`config.mk`:
```
export PLATFORM = sky130hd
export DESIGN_NAME = dsm_channel_monitor
export DESIGN_NICKNAME = d
export VERILOG_FILES = /design/src/hw/dsm_pkg.sv /design/src/hw/dsm_channel_monitor.sv
export SDC_FILE = /design/constraint.sdc
export NUM_CORES = 1
export LEC_CHECK = 0
export ABC_CLOCK_PERIOD_IN_PS = 10160
export BUFFER_PORTS_ARGS = -buffer_cell sky130_fd_sc_hd__buf_2
export CAP_MARGIN = 10
export CORE_AREA = 2 2 168 170
export CTS_BUF_LIST = sky130_fd_sc_hd__clkbuf_2 sky130_fd_sc_hd__clkbuf_4 sky130_fd_sc_hd__clkbuf_8
export CTS_CLUSTER_SIZE = 14
export DETAILED_ROUTE_END_ITERATION = 7
export DIE_AREA = 0 0 170 172
export PLACE_DENSITY_LB_ADDON = 0.15
export SKIP_LAST_GASP = 1
export SYNTH_ARGS = -nofsm -noshare
export SYNTH_HDL_FRONTEND = slang
export SYNTH_SLANG_ARGS = --single-unit
export TNS_END_PERCENT = 50
```
`constraint.sdc`:
```
create_clock -name clk_sys -period 10.16 [get_ports clk_sys]
set_clock_uncertainty 0.1 [all_clocks]
set_input_delay 2.032 -clock clk_sys [delete_from_list [all_inputs] [get_ports clk_sys]]
set_output_delay 2.032 -clock clk_sys [all_outputs]
set_load 0.03 [all_outputs]
```
`src/hw/dsm_pkg.sv`:
```
// Purpose: constants and carriers for the channel monitor block
// Assumes: 8-bit parallel register port, 24-channel T1 frames
// Notes:   offsets are register byte addresses on the parallel port
package dsm_pkg;

    // ***************************************************
    // register map
    // ***************************************************
    localparam logic [7:0] DSM_TX_SEL_OFFS     = 8'h19;
    localparam logic [7:0] DSM_TX_MON_OFFS     = 8'h1A;
    localparam logic [7:0] DSM_RX_SEL_OFFS     = 8'h1E;
    localparam logic [7:0] DSM_RX_MON_OFFS     = 8'h1F;
    localparam logic [7:0] DSM_SIG_CTRL_OFFS   = 8'h14;
    localparam logic [7:0] DSM_TX_SEL_RESET    = 8'h00;
    localparam logic [7:0] DSM_RX_SEL_RESET    = 8'h00;
    localparam logic [7:0] DSM_MON_RESET       = 8'h00;
    localparam logic [7:0] DSM_SIG_CTRL_RESET  = 8'h00;
    localparam int         DSM_SEL_MSB         = 4;
    localparam int         DSM_SIG_PASS_BIT    = 5;
    localparam logic [7:0] DSM_RX_SEL_WMASK    = 8'h9F;
    localparam logic [2:0] DSM_LAST_BIT        = 3'h7;
    localparam logic [7:0] DSM_RX_SIG_BASE     = 8'h60;
    localparam logic [7:0] DSM_TX_SIG_BASE     = 8'h70;
    localparam logic [7:0] DSM_SIG_COUNT       = 8'h0C;
    localparam logic [7:0] DSM_SIG_RESET       = 8'h00;
    localparam logic [1:0] DSM_LETTER_RESET    = 2'h0;
    localparam logic [4:0] DSM_FIRST_CH        = 5'h01;
    localparam logic [4:0] DSM_LAST_CH         = 5'h18;

    // ***************************************************
    // carriers
    // ***************************************************
    typedef struct packed {
        logic       bit_val;
        logic       frame_start;
        logic [4:0] channel;
        logic [2:0] bit_idx;
        logic       robbed;
    } dsm_bit_t;

    typedef struct packed {
        logic       wr;
        logic       rd;
        logic [7:0] addr;
        logic [7:0] wdata;
    } dsm_cpu_req_t;

endpackage : dsm_pkg

```
`src/hw/dsm_channel_monitor.sv`:
```
// Purpose: per-direction DS0 channel monitor and robbed-bit control on rx serial
// Assumes: framer gives per-bit strobes with channel and bit index, same clock
// Notes:   tx signaling bits are inserted on the line by logic outside this block
`timescale 1ns/1ns
module dsm_channel_monitor
    import dsm_pkg::*;
(
    input  wire logic         clk_sys,
    input  wire logic         sys_rst,
    input  wire dsm_cpu_req_t cpu_req,
    output logic [7:0]        cpu_rdata,
    input  wire logic         tx_bit_valid,
    input  wire dsm_bit_t     tx_bit,
    input  wire logic         rx_bit_valid,
    input  wire dsm_bit_t     rx_bit,
    output logic              rx_serial_data_out,
    output logic              rx_serial_valid
);

    // ***************************************************
    // registers
    // ***************************************************
    logic [7:0] tx_channel_select_control_reg;
    logic [7:0] rx_channel_select_control_reg;
    logic [7:0] sig_ctrl_reg;
    logic [7:0] tx_channel_monitor_reg;
    logic [7:0] rx_channel_monitor_reg;
    logic [7:0] tx_shift_reg;
    logic [7:0] rx_shift_reg;
    logic [7:0] cpu_rdata_next;
    logic [7:0] rx_sig_reg [DSM_SIG_COUNT];
    logic [7:0] tx_sig_reg [DSM_SIG_COUNT];
    logic [1:0] sig_letter_reg;
    logic       rob_seen_reg;
    logic       rx_chan_ok;
    logic       signaling_pass_through_bit;

    assign signaling_pass_through_bit = sig_ctrl_reg[DSM_SIG_PASS_BIT];
    assign rx_chan_ok = (rx_bit.channel >= DSM_FIRST_CH) && (rx_bit.channel <= DSM_LAST_CH);

    function automatic logic chan_hit(input dsm_bit_t b, input logic [7:0] sel);
        chan_hit = (b.channel == sel[DSM_SEL_MSB:0]);
    endfunction : chan_hit

    function automatic logic [7:0] shift_in(input logic [7:0] s, input logic b);
        shift_in = {s[6:0], b};
    endfunction : shift_in

    function automatic logic is_sig_addr(input logic [7:0] a, input logic [7:0] base);
        logic [7:0] off;
        off         = a - base;
        is_sig_addr = (a >= base) && (off < DSM_SIG_COUNT);
    endfunction : is_sig_addr

    function automatic logic [3:0] sig_index(input logic [7:0] a, input logic [7:0] base);
        logic [7:0] off;
        off       = a - base;
        sig_index = off[3:0];
    endfunction : sig_index

    // three registers per signaling letter, eight channels per register
    function automatic logic [3:0] rx_sig_slot(input logic [1:0] letter, input logic [4:0] ch);
        logic [4:0] ch0;
        ch0         = ch - DSM_FIRST_CH;
        rx_sig_slot = ({2'h0, letter} * 4'h3) + {2'h0, ch0[4:3]};
    endfunction : rx_sig_slot

    function automatic logic [2:0] rx_sig_bit(input logic [4:0] ch);
        logic [4:0] ch0;
        ch0        = ch - DSM_FIRST_CH;
        rx_sig_bit = ch0[2:0];
    endfunction : rx_sig_bit

    // ***************************************************
    // cpu writes
    // ***************************************************
    always_ff @(posedge clk_sys) begin
        if (sys_rst) begin
            tx_channel_select_control_reg <= DSM_TX_SEL_RESET;
            rx_channel_select_control_reg <= DSM_RX_SEL_RESET;
            sig_ctrl_reg                  <= DSM_SIG_CTRL_RESET;
        end else if (cpu_req.wr) begin
            case (cpu_req.addr)
                DSM_TX_SEL_OFFS: begin
                    tx_channel_select_control_reg <= cpu_req.wdata;
                end
                DSM_RX_SEL_OFFS: begin
                    // unassigned bits kept at zero regardless of host
                    rx_channel_select_control_reg <= cpu_req.wdata & DSM_RX_SEL_WMASK;
                end
                DSM_SIG_CTRL_OFFS: begin
                    sig_ctrl_reg <= cpu_req.wdata;
                end
                default: begin
                end
            endcase
        end
    end

    // ***************************************************
    // cpu reads, no side effects
    // ***************************************************
    always_comb begin
        cpu_rdata_next = 8'h00;
        if (is_sig_addr(cpu_req.addr, DSM_RX_SIG_BASE)) begin
            cpu_rdata_next = rx_sig_reg[sig_index(cpu_req.addr, DSM_RX_SIG_BASE)];
        end else if (is_sig_addr(cpu_req.addr, DSM_TX_SIG_BASE)) begin
            cpu_rdata_next = tx_sig_reg[sig_index(cpu_req.addr, DSM_TX_SIG_BASE)];
        end else begin
            case (cpu_req.addr)
                DSM_TX_SEL_OFFS:   cpu_rdata_next = tx_channel_select_control_reg;
                DSM_TX_MON_OFFS:   cpu_rdata_next = tx_channel_monitor_reg;
                DSM_RX_SEL_OFFS:   cpu_rdata_next = rx_channel_select_control_reg;
                DSM_RX_MON_OFFS:   cpu_rdata_next = rx_channel_monitor_reg;
                DSM_SIG_CTRL_OFFS: cpu_rdata_next = sig_ctrl_reg;
                default:           cpu_rdata_next = 8'h00;
            endcase
        end
    end

    always_ff @(posedge clk_sys) begin
        if (sys_rst) begin
            cpu_rdata <= 8'h00;
        end else if (cpu_req.rd) begin
            cpu_rdata <= cpu_rdata_next;
        end
    end

    // ***************************************************
    // transmit monitor
    // ***************************************************
    always_ff @(posedge clk_sys) begin
        if (sys_rst) begin
            tx_shift_reg           <= DSM_MON_RESET;
            tx_channel_monitor_reg <= DSM_MON_RESET;
        end else if (tx_bit_valid && chan_hit(tx_bit, tx_channel_select_control_reg)) begin
            tx_shift_reg <= shift_in(tx_shift_reg, tx_bit.bit_val);
            if (tx_bit.bit_idx == DSM_LAST_BIT) begin
                tx_channel_monitor_reg <= shift_in(tx_shift_reg, tx_bit.bit_val);
            end
        end
    end

    // ***************************************************
    // receive monitor
    // ***************************************************
    always_ff @(posedge clk_sys) begin
        if (sys_rst) begin
            rx_shift_reg           <= DSM_MON_RESET;
            rx_channel_monitor_reg <= DSM_MON_RESET;
        end else if (rx_bit_valid && chan_hit(rx_bit, rx_channel_select_control_reg)) begin
            rx_shift_reg <= shift_in(rx_shift_reg, rx_bit.bit_val);
            if (rx_bit.bit_idx == DSM_LAST_BIT) begin
                rx_channel_monitor_reg <= shift_in(rx_shift_reg, rx_bit.bit_val);
            end
        end
    end

    // ***************************************************
    // transmit signaling registers, host written
    // ***************************************************
    always_ff @(posedge clk_sys) begin
        if (sys_rst) begin
            for (int i = 0; i < DSM_SIG_COUNT; i++) begin
                tx_sig_reg[i] <= DSM_SIG_RESET;
            end
        end else if (cpu_req.wr && is_sig_addr(cpu_req.addr, DSM_TX_SIG_BASE)) begin
            tx_sig_reg[sig_index(cpu_req.addr, DSM_TX_SIG_BASE)] <= cpu_req.wdata;
        end
    end

    // ***************************************************
    // receive signaling extraction
    // ***************************************************
    // letter advances once per frame that carried robbed bits
    always_ff @(posedge clk_sys) begin
        if (sys_rst) begin
            sig_letter_reg <= DSM_LETTER_RESET;
            rob_seen_reg   <= 1'b0;
        end else if (rx_bit_valid) begin
            if (rx_bit.frame_start) begin
                rob_seen_reg <= 1'b0;
                if (rob_seen_reg) begin
                    sig_letter_reg <= sig_letter_reg + 2'h1;
                end
            end
            if (rx_bit.robbed) begin
                rob_seen_reg <= 1'b1;
            end
        end
    end

    // raw line bit is stored, so pass-through forcing never hides it
    always_ff @(posedge clk_sys) begin
        if (sys_rst) begin
            for (int i = 0; i < DSM_SIG_COUNT; i++) begin
                rx_sig_reg[i] <= DSM_SIG_RESET;
            end
        end else if (rx_bit_valid && rx_bit.robbed && rx_chan_ok) begin
            rx_sig_reg[rx_sig_slot(sig_letter_reg, rx_bit.channel)][rx_sig_bit(rx_bit.channel)]
                <= rx_bit.bit_val;
        end
    end

    // ***************************************************
    // receive serial output, monitor taps raw line bit
    // ***************************************************
    always_ff @(posedge clk_sys) begin
        if (sys_rst) begin
            rx_serial_data_out <= 1'b0;
            rx_serial_valid    <= 1'b0;
        end else begin
            rx_serial_valid <= rx_bit_valid;
            if (rx_bit_valid) begin
                if (rx_bit.robbed && signaling_pass_through_bit) begin
                    rx_serial_data_out <= 1'b1;
                end else begin
                    rx_serial_data_out <= rx_bit.bit_val;
                end
            end
        end
    end

endmodule : dsm_channel_monitor

```
# == Word level (Yosys, flattened, before mapping) ==
# Memory sizes are Yosys's and may differ from the RTL's.
# Cells that the tools add are included.
# word_totals
ff_bits,65
ramBits,192
inputBits,44
out_inout_bits,10
elab_cells,79
mem_count,2
# mem_list
name,depth,word_bits,rd,rd_clocked_by_memory_dff,write_ports,line,text
rx_sig_reg,12,8,1,0,12,dsm_channel_monitor.sv:31,logic [7:0] rx_sig_reg [DSM_SIG_COUNT];
tx_sig_reg,12,8,1,0,12,dsm_channel_monitor.sv:32,logic [7:0] tx_sig_reg [DSM_SIG_COUNT];
# op_classes
addsub,5
mul,1
order_cmp,8
eq_ne,9
n_mux,22
n_reduce_logical,20
# op_table
op,n
8-bit two-way mux,6
8-bit by 5-bit == test with 1-bit output (second input constant),5
8-bit one-hot mux with 5 select lines,1
8-bit by 7-bit greater-or-equal comparator with 1-bit output (second input constant),2
8-bit by 4-bit less-than comparator with 1-bit output (second input constant),2
8-bit OR reduction,2
8-bit by 7-bit subtractor with 8-bit output (second input constant),2
1-bit two-way mux,12
2-bit AND reduction,6
5-bit == test,2
1-bit logical AND,10
4-bit two-way mux,2
3-bit == test (second input constant),2
5-bit by 1-bit greater-or-equal comparator with 1-bit output (second input constant),1
5-bit less-or-equal comparator (second input constant),1
5-bit by 1-bit subtractor with 5-bit output (second input constant),1
4-bit by 2-bit adder with 4-bit output,1
3-bit by 4-bit less-than comparator with 1-bit output (second input constant),1
2-bit by 2-bit multiplier with 4-bit output (second input constant),1
1-bit demux with 3-bit select,1
3-bit by 1-bit greater-or-equal comparator with 1-bit output (second input constant),1
3-bit AND reduction,1
2-bit by 1-bit adder with 2-bit output (second input constant),1
2-bit nonzero test,1

# == Longest topological paths before layout ==
# Gate-level depths: netlist of run 1.
# logic_depth
word_depth,9
ltp_mapped,15
depth_no_buf,13

# == Worst setup path after synthesis of run 1 ==
# No wires, ideal clock.
# synth_timing
path_type,input port to flip-flop
start,input rx_bit[4] (netlist bit)
end,memory rx_sig_reg[8][0] (data pin)
setup_time_ns,0.145
arrival_ns,4.965
required_ns,9.915
path_slack_ns,4.950
cell_stages,14
path_buffers,1
cell_sequence,inv_1 > ha_1 > nand2_1 > xor2_1 > fa_1 > inv_1 > ha_1 > inv_1 > fa_1 > clkbuf_1 > nand2b_1 > nor3_1 > nand2_1 > nor2_1
# synth_rtl
item,line,text
from (decl),dsm_channel_monitor.sv:15,"input wire dsm_bit_t rx_bit,"
to (decl),dsm_channel_monitor.sv:31,

==> summary.md, run 1 <==
| Metric | Value |
|---|---|
| Initial antenna violation count | `1` |
| FF-to-FF End | `rx_sig_reg[2][7]$_SDFFCE_PN0P_` |
| Post-Synthesis Cells | `1,111` |
| CP startpoint kind | `primary input` |
| DRC violations left | `0` |
| Worst-margin pin slew | `1047 ps` |
| Final Hold Viols | `0` |
| Ratio of cells with drive above 1 in the final layout | `around 19%` |
| Final net count | `1,225` |
| Status | `completed` |
| Max clock buf depth | `3` |
| TritonRoute pass-1 iters | `5` |
| Sequential share of the synthesized area | `between 50% and 60%` |
| Total congestion overflow | `0` |
| First-pass GRT wire length | `between 50,000 and 60,000 µm` |
| Sw power | `620.5 µW` |
| Hold Path Class | `register to register` |
| Final number of setup-violating endpoints | `0` |
| Required time of the critical path | `between 10,000 and 15,000 ps` |
| Clock power share | `between 40% and 50%` |
| Die ar. | `0.02924 mm²` |
| DP Wirelength | `22,040 µm` |
| Buffers on Ports | `51` |
| Ys flop type | `edfxtp_1` |
| Pwr dens | `between 150 and 200 mW/mm²` |
| Slew HR | `between 30 and 40%` |
| Synth cell types | `58` |
| Largest register FFs | `approximately 130` |
| DR WL/cell | `roughly 22 µm` |
| Die Y | `around 170 µm` |
| IO Pins | `54` |
| Post-synth ARST share | `0%` |
| DRT Wirelength | `about 34,000 µm` |
| Clk slew on worst S/H paths | `about 60 ps` |
| Worst setup path startpoint | `rx_bit[4]` |
| Fin crit share | `about 54%` |
| Critical setup path kind | `primary input to register` |
| WHS Endpoint | `rob_seen_reg$_SDFFE_PP0P_` |
| Yosys reg bits | `289` |
| Largest net degree at the start of global routing | `63` |
| RSZ-0062 raised after global routing | `no` |
| CP Max Fanout | `9` |
| R2r worst-path depth | `10` |
| Area delta synth->final | `11.88%` |
| Setup_tns | `0 ps` |
| Routed Antenna Nets | `0` |
| Min cycle time layout | `between 5000 and 6000 ps` |
| Post-DP Area | `roughly 0.015 mm²` |
| Cell Area, Synth | `between 0.01 and 0.015 mm²` |
| Clock sink count | `~290` |
| Data arrival, critical path | `just under 6000 ps` |
| Max Cap Viol | `0` |
| Logic pwr share | `7.6%` |
| Pins Over Slew Limit | `0` |
| Worst-Skew Late Latency | `570 ps` |
| Root buf cell | `clkbuf_8` |
| Vias post-DR | `8,924` |
| Hold Path Origin | `rob_seen_reg$_SDFFE_PP0P_` |
| Sequential share of power | `between 40% and 50%` |
| Hold buffer count at cts | `0` |
| Placement row count | `~60` |
| Drt via density | `~5.7` |
| F_max | `0.1829 GHz` |
| Vias in the first global route | `roughly 8,900` |
| Critical Path End Type | `register` |
| Gp weighted congestion | `roughly 0.79` |
| CTS tree | `done` |
| Number of synthesized flops with an enable pin | `approximately 220` |
| Reg2reg start | `sig_letter_reg[0]$_SDFFE_PP0P_` |
| Die Wd | `170 µm` |
| Max H-tree Level | `2` |
| Peak supply drop | `0.1209 mV` |
| Hold depth | `2` |
| Int Pwr | `about 2100 µW` |
| Mean Syn Cell Area | `12.64 µm²` |
| GRT Util Overall | `about a quarter` |
| Synth warn | `0` |
| Sw Ratio | `about 23%` |
| Finished Cell Area | `0.01572 mm²` |
| Initial core utilization | `approximately half` |
| Drt initial violations | `713` |
| Leak | `approximately 0.0061 µW` |
| Post-CTS setup buffers | `0` |
| CORE AREA | `roughly 0.027 mm²` |
| Post-cts resize count | `0` |
| R2R setup slack | `roughly 6500 ps` |
| Cts bufs inserted | `between 50 and 60` |
-- per-stage QoR --
step | total power (µW) | hold WS, ps | instances | setup slack, ps | utilization, %
6_report | 2725 | 362.5 | 1559 | 4691 | 57.20
5_1_grt | 2815 | 404.6 | 1559 | 4466 | 57.20
4_1_cts | 2746 | 363.5 | 1558 | 4673 | 57.19
3_5_place_dp | 1562 | 355.5 | 1465 | 4092 | 52.99
3_3_place_gp | 1557 | 345.7 | 1465 | 4178 | 52.99
2_1_floorplan | 1491 | 336.9 | 1142 | 4950 | -
-- cell type report --
| class | instances | area (µm²) |
|---|---|---|
| fill | 2320 | 11760 |
| clock inverter | 14 | 137.6 |
| timing repair buffer | 63 | 350.3 |
| tap | 346 | 432.9 |
| inverter | 8 | 30.03 |
| multi-input combinational | 759 | 5718 |
| sequential | 289 | 8028 |
| clock buffer | 79 | 1018 |
| antenna | 1 | 2.502 |
-- power groups by stage --
| stage | registers (µW) | logic, µW | clock network (µW) |
|---|---|---|---|
| floorplan | 1350 | 140 | 0 |
| global placement | 1350 | 205 | 0 |
| detailed placement | 1350 | 208 | 0 |
| CTS | 1330 | 208 | 1210 |
| global route | 1330 | 222 | 1260 |
| finish | 1330 | 206 | 1190 |
-- cell usage in the layout (no fill, tap or decap), drive strengths merged, types with 6 or more instances in the layout --
cell type  synthesis  final
edfxtp           224    224
nor2             182    182
and2             100    100
a21o              80     80
clkbuf            40     79
mux2i             78     78
dfxtp             65     65
buf               46     63
mux4              53     53
conb               1     32
nand2             26     26
a211oi            19     19
o21bai            16     16
nand3             15     15
nor2b             13     13
nand2b            13     13
nor3              13     13
or2               12     12
clkinv             1     12
xor2              11     11
and3              10     10
a22o               8      8
o22ai              8      8
inv                7      7
ha                 7      7
o21ai              6      6
o32ai              6      6
nand4              6      6
-- routing by layer --
| metal | track usage (%) | wire [µm] | vias up |
|---|---|---|---|
| li1 | - | - | 4180 |
| met1 | 30.76 | 14230 | 4478 |
| met3 | 3.548 | 1476 | 58 |
| met5 | 0 | 0 | - |
| met4 | 7.618 | 842 | 0 |
| met2 | 41.05 | 17530 | 208 |
-- Yosys cell counts, types with 2 or more instances --
library cell | number | area, µm²
a2111oi_0 | 4 | 35.03
a211oi_1 | 19 | 142.6
a21o_1 | 80 | 600.6
a21oi_1 | 2 | 10.01
a22o_1 | 8 | 70.07
a32oi_1 | 4 | 35.03
and2_1 | 100 | 625.6
and3_1 | 10 | 62.56
and3b_1 | 2 | 17.52
and4_1 | 2 | 17.52
buf_1 | 6 | 22.52
buf_2 | 31 | 155.2
buf_4 | 9 | 67.56
clkbuf_1 | 40 | 150.1
dfxtp_1 | 65 | 1301
edfxtp_1 | 224 | 6726
fa_1 | 2 | 40.04
ha_1 | 7 | 87.58
inv_1 | 7 | 26.28
mux2_2 | 5 | 56.30
mux2i_1 | 78 | 780.8
mux4_2 | 53 | 1194
nand2_1 | 22 | 82.58
nand2_2 | 4 | 25.02
nand2b_1 | 12 | 75.07
nand3_1 | 11 | 55.05
nand3_2 | 4 | 40.04
nand4_1 | 5 | 31.28
nor2_1 | 182 | 683.2
nor2b_1 | 13 | 81.33
nor3_1 | 11 | 55.05
nor3_2 | 2 | 20.02
nor3b_1 | 2 | 15.01
nor4_1 | 2 | 12.51
nor4_4 | 2 | 42.54
o211ai_1 | 2 | 15.01
o21a_1 | 2 | 15.01
o21ai_0 | 6 | 30.03
o21bai_1 | 16 | 120.1
o22ai_1 | 8 | 50.05
o32ai_1 | 6 | 52.55
or2_2 | 12 | 75.07
xnor2_1 | 4 | 35.03
xor2_1 | 11 | 96.34
-- logic make-up (layout without fill, tap and decap cells) --
logic type | Yosys count | in the layout | share of synthesized area, %
compound gates | 162 | 162 | 8.675
xor+xnor | 15 | 15 | 0.9351
fa+ha+maj | 9 | 9 | 0.9084
buf+inv | 94 | 164 | 3.028
flops | 289 | 289 | 57.14
mux | 136 | 136 | 14.45
other cells | 1 | 33 | 0.02669
simple gates | 405 | 405 | 14.83
-- how the worst max path moves through the flow --
stage	to	slack, ps	cells past startpoint
CTS	rx_sig_reg[0][3]$_SDFFCE_PN0P_	4670	14
global placement	rx_sig_reg[1][3]$_SDFFCE_PN0P_	4180	14
finish	rx_sig_reg[2][7]$_SDFFCE_PN0P_	4690	14
floorplan	rx_sig_reg[8][0]$_SDFFCE_PN0P_	4950	14
global route	rx_sig_reg[0][3]$_SDFFCE_PN0P_	4470	14
detailed placement	rx_sig_reg[0][3]$_SDFFCE_PN0P_	4090	14
-- critical path, cell delays in order --
cell and delay (ps):
buf_2 170, inv_1 120, ha_1 260, nand2_1 80, xor2_1 180, fa_1 430
inv_1 60, ha_1 140, inv_1 40, fa_1 700, nand2_1 120, nor2_1 710
nand2_1 480, nor2_1 240
Power figures use the tool's default switching activity.
==> inputs of run 2 (changes only) <==
--- a/config.mk
+++ b/config.mk
@@ -5,7 +5,7 @@
 export SDC_FILE = /design/constraint.sdc
 export NUM_CORES = 1
 export LEC_CHECK = 0
-export ABC_CLOCK_PERIOD_IN_PS = 10160
+export ABC_CLOCK_PERIOD_IN_PS = 4500
 export BUFFER_PORTS_ARGS = -buffer_cell sky130_fd_sc_hd__buf_2
 export CAP_MARGIN = 10
 export CORE_AREA = 2 2 168 170
==> constraint.sdc (replaced) <==
create_clock -name clk_sys -period 4.5 [get_ports clk_sys]
set_clock_uncertainty 0.1 [all_clocks]
set_input_delay 0.9 -clock clk_sys [delete_from_list [all_inputs] [get_ports clk_sys]]
set_output_delay 0.9 -clock clk_sys [all_outputs]
set_load 0.03 [all_outputs]
==> summary.md, run 2 (synthesis gave the netlist of run 1 again) <==
| Metric | Value |
|---|---|
| Status | `completed (unchanged)` |
| Drt initial violations | `826 (was 713)` |
| First-pass GRT wire length | `53,120 µm (was 51,730 µm)` |
| Met2 GRT Util | `41.47% (was 41.05%)` |
| Root buf cell | `clkbuf_8 (unchanged)` |
| CP startpoint kind | `primary input (unchanged)` |
| F_max | `0.2590 GHz` |
| Pins Over Slew Limit | `0 (unchanged)` |
| Max clock buf depth | `3 (unchanged)` |
| Busiest grt layer | `met2 (unchanged)` |
| Met1 usage | `31.90% (was 30.76%)` |
| Data arrival, critical path | `4170 ps (was 5770 ps)` |
| CORE AREA | `0.02748 mm² (unchanged)` |
| DRC violations left | `0 (unchanged)` |
| Post-DP Area | `0.01477 mm² (was 0.01456 mm²)` |
| CP max stage cell | `fa_1 (was nor2_1)` |
| Multi-input gate area | `0.005718 mm² (unchanged)` |
| Pwr dens | `368.6 mW/mm² (was 173.4 mW/mm²)` |
| Finished Cell Area | `0.01572 mm² (about the same)` |
| Ratio of cells with drive above 1 in the final layout | `20.26% (was 19.47%)` |
| Die ar. | `0.02924 mm² (unchanged)` |
| DR WL/cell | `22.05 µm (was 21.85 µm)` |
| TritonRoute pass-1 iters | `5 (unchanged)` |
| Placement row count | `61 (unchanged)` |
| Largest net degree at the start of global routing | `110 (was 63)` |
| Clk slew on worst S/H paths | `60 ps (about the same)` |
| Critical Path End Type | `register (unchanged)` |
| Dpl cells | `1,486 (was 1,465)` |
| # diodes | `0 (was 1)` |
| Die Wd | `170 µm (unchanged)` |
| Critical setup path kind | `primary input to register (unchanged)` |
| Drt via density | `5.773 (was 5.724)` |
| Slew HR | `30.80% (was 30.01%)` |
| Post-CTS setup buffers | `0 (unchanged)` |
| RSZ-0062 raised after global routing | `no (unchanged)` |
| Area delta synth->final | `11.87% (was 11.88%)` |
| IO Pins | `54 (unchanged)` |
| Clock sink count | `289 (unchanged)` |
| Hold buffer count at cts | `0 (unchanged)` |
| Finished Layout Cells | `1,570 (was 1,559)` |
| GRT Util Overall | `24.31% (was 23.64%)` |
| Largest register FFs | `128 (unchanged)` |
| Worst hold-check slack | `363.3 ps (was 362.5 ps)` |
| Min cycle time layout | `between 3000 and 4000 ps` |
| Setup_tns | `0 ps (unchanged)` |
| Fin crit share | `a little under nine tenths` |
| Fillers | `2,330 (was 2,320)` |
| Required time of the critical path | `4810 ps (was 10,460 ps)` |
| Buf/Inv on CP | `5 (was 4)` |
| CTS tree | `done (unchanged)` |
| Vias post-DR | `9,064 (was 8,924)` |
| Leak | `0.006135 µW (was 0.006120 µW)` |
| Final number of setup-violating endpoints | `0 (unchanged)` |
| Most used cell, CP | `inv_1` |
| Vias in the first global route | `9,249 (was 8,892)` |
| Delay-heaviest family, CP | `adder cells (was simple AND/OR/NAND/NOR gates)` |
| Gp weighted congestion | `0.8266 (was 0.7929)` |
| Initial core utilization | `51.13% (unchanged)` |
| Final net count | `1,244 (was 1,225)` |
| Buffers on Ports | `51 (unchanged)` |
| Max H-tree Level | `2 (unchanged)` |
| Max Cap Viol | `0 (unchanged)` |
| DP Wirelength | `22,560 µm (was 22,040 µm)` |
| Hold Path Class | `register to register (unchanged)` |
| Die Y | `172 µm (unchanged)` |
| Cts bufs inserted | `49 (was 51)` |
| Worst-Skew Late Latency | `570 ps (about the same)` |
| CP peak stage delay | `680 ps (was 710 ps)` |
| Worst-margin pin slew | `1033 ps (was 1047 ps)` |
| Routed Antenna Nets | `0 (unchanged)` |
| Post-cts resize count | `0 (unchanged)` |
| DRT Wirelength | `34,620 µm (was 34,070 µm)` |
| Initial antenna violation count | `1 (unchanged)` |
| Worst path cell trace | `buf_2 > inv_1 > ha_1 > nand2_1 > xor2_1 > fa_1 > inv_1 > ha_1 > inv_1 > fa_1 > nand2b_1 > nor3_1 > buf_4 > nand2_1 > nor2_1 (was buf_2 > inv_1 > ha_1 > nand2_1 > xor2_1 > fa_1 > inv_1 > ha_1 > inv_1 > fa_1 > nand2_1 > nor2_1 > nand2_1 > nor2_1)` |
| Peak supply drop | `0.2245 mV (was 0.1209 mV)` |
| Total congestion overflow | `0 (unchanged)` |
| Commonest non-fill, non-tap cell in the layout | `edfxtp_1 (unchanged)` |
| Most frequent cells in the layout | `224 x edfxtp_1, 182 x nor2_1, 100 x and2_1, 80 x a21o_1, 78 x mux2i_1 (unchanged)` |
| Final Hold Viols | `0 (unchanged)` |
| CP Max Fanout | `9 (unchanged)` |
| Met3 GRT Util | `4.211% (was 3.548%)` |
| FF/Latch Area | `0.008028 mm² (unchanged)` |
-- run 2: worst paths after layout --
| path | start | cells past startpoint | slack (ps) | endpoint |
|---|---|---|---|---|
| worst max-delay path | rx_bit[4] | 15 | 640 | rx_sig_reg[8][2]$_SDFFCE_PN0P_ |
| worst min-delay path | rob_seen_reg$_SDFFE_PP0P_ | 2 | 360 | rob_seen_reg$_SDFFE_PP0P_ |
| worst max register to register | sig_letter_reg[0]$_SDFFE_PP0P_ | 11 | 1320 | rx_sig_reg[8][2]$_SDFFCE_PN0P_ |
| worst min register to register | rob_seen_reg$_SDFFE_PP0P_ | 2 | 360 | rob_seen_reg$_SDFFE_PP0P_ |
-- run 2: through the flow --
stage / setup WS [ps] / total power, µW / utilization (%)
4_1_cts: 671.3 / 5839 / 57.20
2_1_floorplan: 421.7 / 3366 / -
5_1_grt: 443.6 / 5975 / 57.20
3_5_place_dp: 83.70 / 3544 / 53.74
6_report: 639.2 / 5793 / 57.20
3_3_place_gp: 211.7 / 3533 / 53.74
-- run 2: tightest hold or removal path, stage by stage, from the launching register on --
cell and delay (ps):
dfxtp_1 310, nand2_1 50, a21oi_1 50
-- run 2: power breakdown --
part | total [µW] | switching, µW | internal, µW
logic | 484 | 299 | 184
registers | 3000 | 29.2 | 2970
clock network | 2310 | 1030 | 1280
-- run 2: routing by layer --
metal | vias up | part of all wire [%]
met5 | - | 0.029
met4 | 2 | 2.4
met3 | 64 | 6.0
met2 | 250 | 50
met1 | 4544 | 42
li1 | 4204 | -
-- run 2: area by class of cell --
cell class              instances  area share [%]
clock buffers                  76           5.820
repair buffers                 84           3.551
well taps                     346           2.755
multi-input cells             759           36.38
clock inverters                 8          0.2229
inverters                       8          0.1911
flip-flops and latches        289           51.08
==> inputs of run 3 (changes only) <==
--- a/config.mk
+++ b/config.mk
@@ -8,11 +8,11 @@
 export ABC_CLOCK_PERIOD_IN_PS = 4500
 export BUFFER_PORTS_ARGS = -buffer_cell sky130_fd_sc_hd__buf_2
 export CAP_MARGIN = 10
-export CORE_AREA = 2 2 168 170
+export CORE_AREA = 4 4 170 172
 export CTS_BUF_LIST = sky130_fd_sc_hd__clkbuf_2 sky130_fd_sc_hd__clkbuf_4 sky130_fd_sc_hd__clkbuf_8
 export CTS_CLUSTER_SIZE = 14
 export DETAILED_ROUTE_END_ITERATION = 7
-export DIE_AREA = 0 0 170 172
+export DIE_AREA = 0 0 174 176
 export PLACE_DENSITY_LB_ADDON = 0.15
 export SKIP_LAST_GASP = 1
 export SYNTH_ARGS = -nofsm -noshare
==> summary.md, run 3 (synthesis gave the netlist of run 1 again) <==
| Metric | Value |
|---|---|
| IO Pins | `54 (unchanged)` |
| Die Wd | `174 µm (was 170 µm)` |
| CP Depth | `14 (was 15)` |
| Vias in the first global route | `8,992 (was 9,249)` |
| CP max stage cell | `fa_1 (unchanged)` |
| Vias post-DR | `8,930 (was 9,064)` |
| Initial antenna violation count | `1 (unchanged)` |
| CP Max Fanout | `8 (was 9)` |
| First-pass GRT wire length | `52,430 µm (was 53,120 µm)` |
| Final net count | `1,241 (was 1,244)` |
| Routed Antenna Nets | `0 (unchanged)` |
| F_max | `0.2674 GHz (was 0.2590 GHz)` |
| Slew HR | `35.73% (was 30.80%)` |
| Worst setup path startpoint | `rx_bit[4] (unchanged)` |
| Ratio of cells with drive above 1 in the final layout | `19.44% (was 20.26%)` |
| TritonRoute pass-1 iters | `5 (unchanged)` |
| DP Wirelength | `22,390 µm (was 22,560 µm)` |
| CP Capture Point | `rx_sig_reg[6][6]$_SDFFCE_PN0P_ (was rx_sig_reg[8][2]$_SDFFCE_PN0P_)` |
| Post-CTS setup buffers | `0 (unchanged)` |
| Most frequent cells in the layout | `224 x edfxtp_1, 182 x nor2_1, 100 x and2_1, 80 x a21o_1, 78 x mux2i_1 (unchanged)` |
| CORE AREA | `0.02748 mm² (unchanged)` |
| FF-to-FF End | `rx_sig_reg[6][6]$_SDFFCE_PN0P_ (was rx_sig_reg[8][2]$_SDFFCE_PN0P_)` |
| Pwr dens | `365.5 mW/mm² (was 368.6 mW/mm²)` |
| Clk slew on worst S/H paths | `60 ps (about the same)` |
| Hold Path Class | `register to register (unchanged)` |
| Buffers on Ports | `51 (unchanged)` |
| CP peak stage delay | `550 ps (was 680 ps)` |
| Dpl cells | `1,483 (was 1,486)` |
| Leak | `0.006096 µW (was 0.006135 µW)` |
| Worst-margin pin slew | `961.6 ps (was 1033 ps)` |
| Drt initial violations | `740 (was 826)` |
| Clock sink count | `289 (unchanged)` |
| Commonest non-fill, non-tap cell in the layout | `edfxtp_1 (unchanged)` |
| Reg2reg start | `sig_letter_reg[0]$_SDFFE_PP0P_ (unchanged)` |
| GRT Util Overall | `22.05% (was 24.31%)` |
| Drt via density | `5.684 (was 5.773)` |
| Layout Utilization | `56.97% (was 57.20%)` |
| Pins Over Slew Limit | `0 (unchanged)` |
| Critical Path End Type | `register (unchanged)` |
| Final number of setup-violating endpoints | `0 (unchanged)` |
| DRC violations left | `0 (unchanged)` |
| Total congestion overflow | `0 (unchanged)` |
| Fin crit share | `83.11% (was 85.80%)` |
| Initial core utilization | `51.13% (unchanged)` |
| Die ar. | `0.03062 mm² (was 0.02924 mm²)` |
| Fillers | `2,319 (was 2,330)` |
| Largest register FFs | `128 (unchanged)` |
| CTS tree | `done (unchanged)` |
| Peak supply drop | `0.1998 mV (was 0.2245 mV)` |
| Root buf cell | `clkbuf_8 (unchanged)` |
| Cts bufs inserted | `49 (unchanged)` |
| Largest net degree at the start of global routing | `170 (was 110)` |
| DRT Wirelength | `33,610 µm (was 34,620 µm)` |
| DR WL/cell | `21.40 µm (was 22.05 µm)` |
| Max clock buf depth | `3 (unchanged)` |
| Most used cell, CP | `inv_1 (unchanged)` |
| Worst path cell trace | `buf_2 > inv_1 > ha_1 > nand2_1 > xor2_1 > fa_1 > inv_1 > ha_1 > inv_1 > fa_1 > nor2b_1 > nor2b_1 > nand2_1 > nor2_1 (was buf_2 > inv_1 > ha_1 > nand2_1 > xor2_1 > fa_1 > inv_1 > ha_1 > inv_1 > fa_1 > nand2b_1 > nor3_1 > buf_4 > nand2_1 > nor2_1)` |
| Status | `completed (unchanged)` |
| Final Hold Viols | `0 (unchanged)` |
| Required time of the critical path | `4790 ps (was 4810 ps)` |
| Buf/Inv on CP | `4 (was 5)` |
| RSZ-0062 raised after global routing | `no (unchanged)` |
| Worst-Skew Late Latency | `560 ps (was 570 ps)` |
| Gp weighted congestion | `0.8520 (was 0.8266)` |
| Max H-tree Level | `2 (unchanged)` |
| Max Cap Viol | `0 (unchanged)` |
| Die Y | `176 µm (was 172 µm)` |
| Placement row count | `61 (unchanged)` |
| R2R setup slack | `1310 ps (was 1320 ps)` |
| R2r worst-path depth | `10 (was 11)` |
| Post-cts resize count | `0 (unchanged)` |
| Critical setup path kind | `primary input to register (unchanged)` |
| Finished Layout Cells | `1,571 (was 1,570)` |
| Delay-heaviest family, CP | `adder cells (unchanged)` |
| Hold buffer count at cts | `0 (unchanged)` |
| Overall power | `5722 µW (was 5793 µW)` |
| Min cycle time layout | `3740 ps (was 3861 ps)` |
| Data arrival, critical path | `4030 ps (was 4170 ps)` |
| CP startpoint kind | `primary input (unchanged)` |
| Setup_tns | `0 ps (unchanged)` |
| Area delta synth->final | `11.43% (was 11.87%)` |
## run 3: cell count changes in the layout (fill, tap and decap cells not counted), sizes merged
| cell | delta |
|---|---|
| diode | +1 |
| clkbuf | -13 |
| bufinv | +1 |
| buf | -3 |
| clkinv | +15 |
## run 3: how the worst min path moves through the flow
stage	from	endpoint	slack (ps)	depth (start not counted)
after detailed placement	rob_seen_reg$_SDFFE_PP0P_	rob_seen_reg$_SDFFE_PP0P_	360	2
final	rob_seen_reg$_SDFFE_PP0P_	rob_seen_reg$_SDFFE_PP0P_	360	2
after CTS	rob_seen_reg$_SDFFE_PP0P_	rob_seen_reg$_SDFFE_PP0P_	370	2
after floorplan	rob_seen_reg$_SDFFE_PP0P_	rob_seen_reg$_SDFFE_PP0P_	340	2
after global placement	rob_seen_reg$_SDFFE_PP0P_	rob_seen_reg$_SDFFE_PP0P_	350	2
after global routing	rob_seen_reg$_SDFFE_PP0P_	rob_seen_reg$_SDFFE_PP0P_	390	2
## run 3: area by class of cell
type	instances	area [µm²]	area share (%)
inverter	8	30.03	0.1918
timing repair buffer	81	523.0	3.341
clock inverter	24	127.6	0.8153
multi-input combinational	759	5718	36.53
antenna	1	2.502	0.01599
tap	346	432.9	2.766
clock buffer	63	792.0	5.060
sequential	289	8028	51.28
## run 3: report_power, final
part           switching [µW]  total (µW)  internal [µW]
combinational             295         479            185
sequential               28.4        3000           2970
clock                    1040        2240           1200
total                    1360        5720           4360
## run 3: layer usage
layer	vias to the layer above	GRT usage, %	part of all wire, %
met5	-	0	0
met4	0	5.444	1.6
met3	46	2.998	4.3
met2	214	38.35	51
met1	4463	29.66	43
li1	4207	-	-
## run 3: tightest hold or removal path, stage by stage (launching register included)
cell and delay (ps):
dfxtp_1 310, nand2_1 50, a21oi_1 50
## run 3: through the flow
step / hold slack (ps) / setup WS [ps] / cell area, µm²
global route: 393.7 / 571.8 / 15650
CTS: 368.0 / 742.6 / 15650
detailed placement: 359.3 / 166.6 / 14730
floorplan: 336.9 / 421.7 / 14160
finish: 362.3 / 760.2 / 15650
global placement: 345.9 / 232.7 / 14730
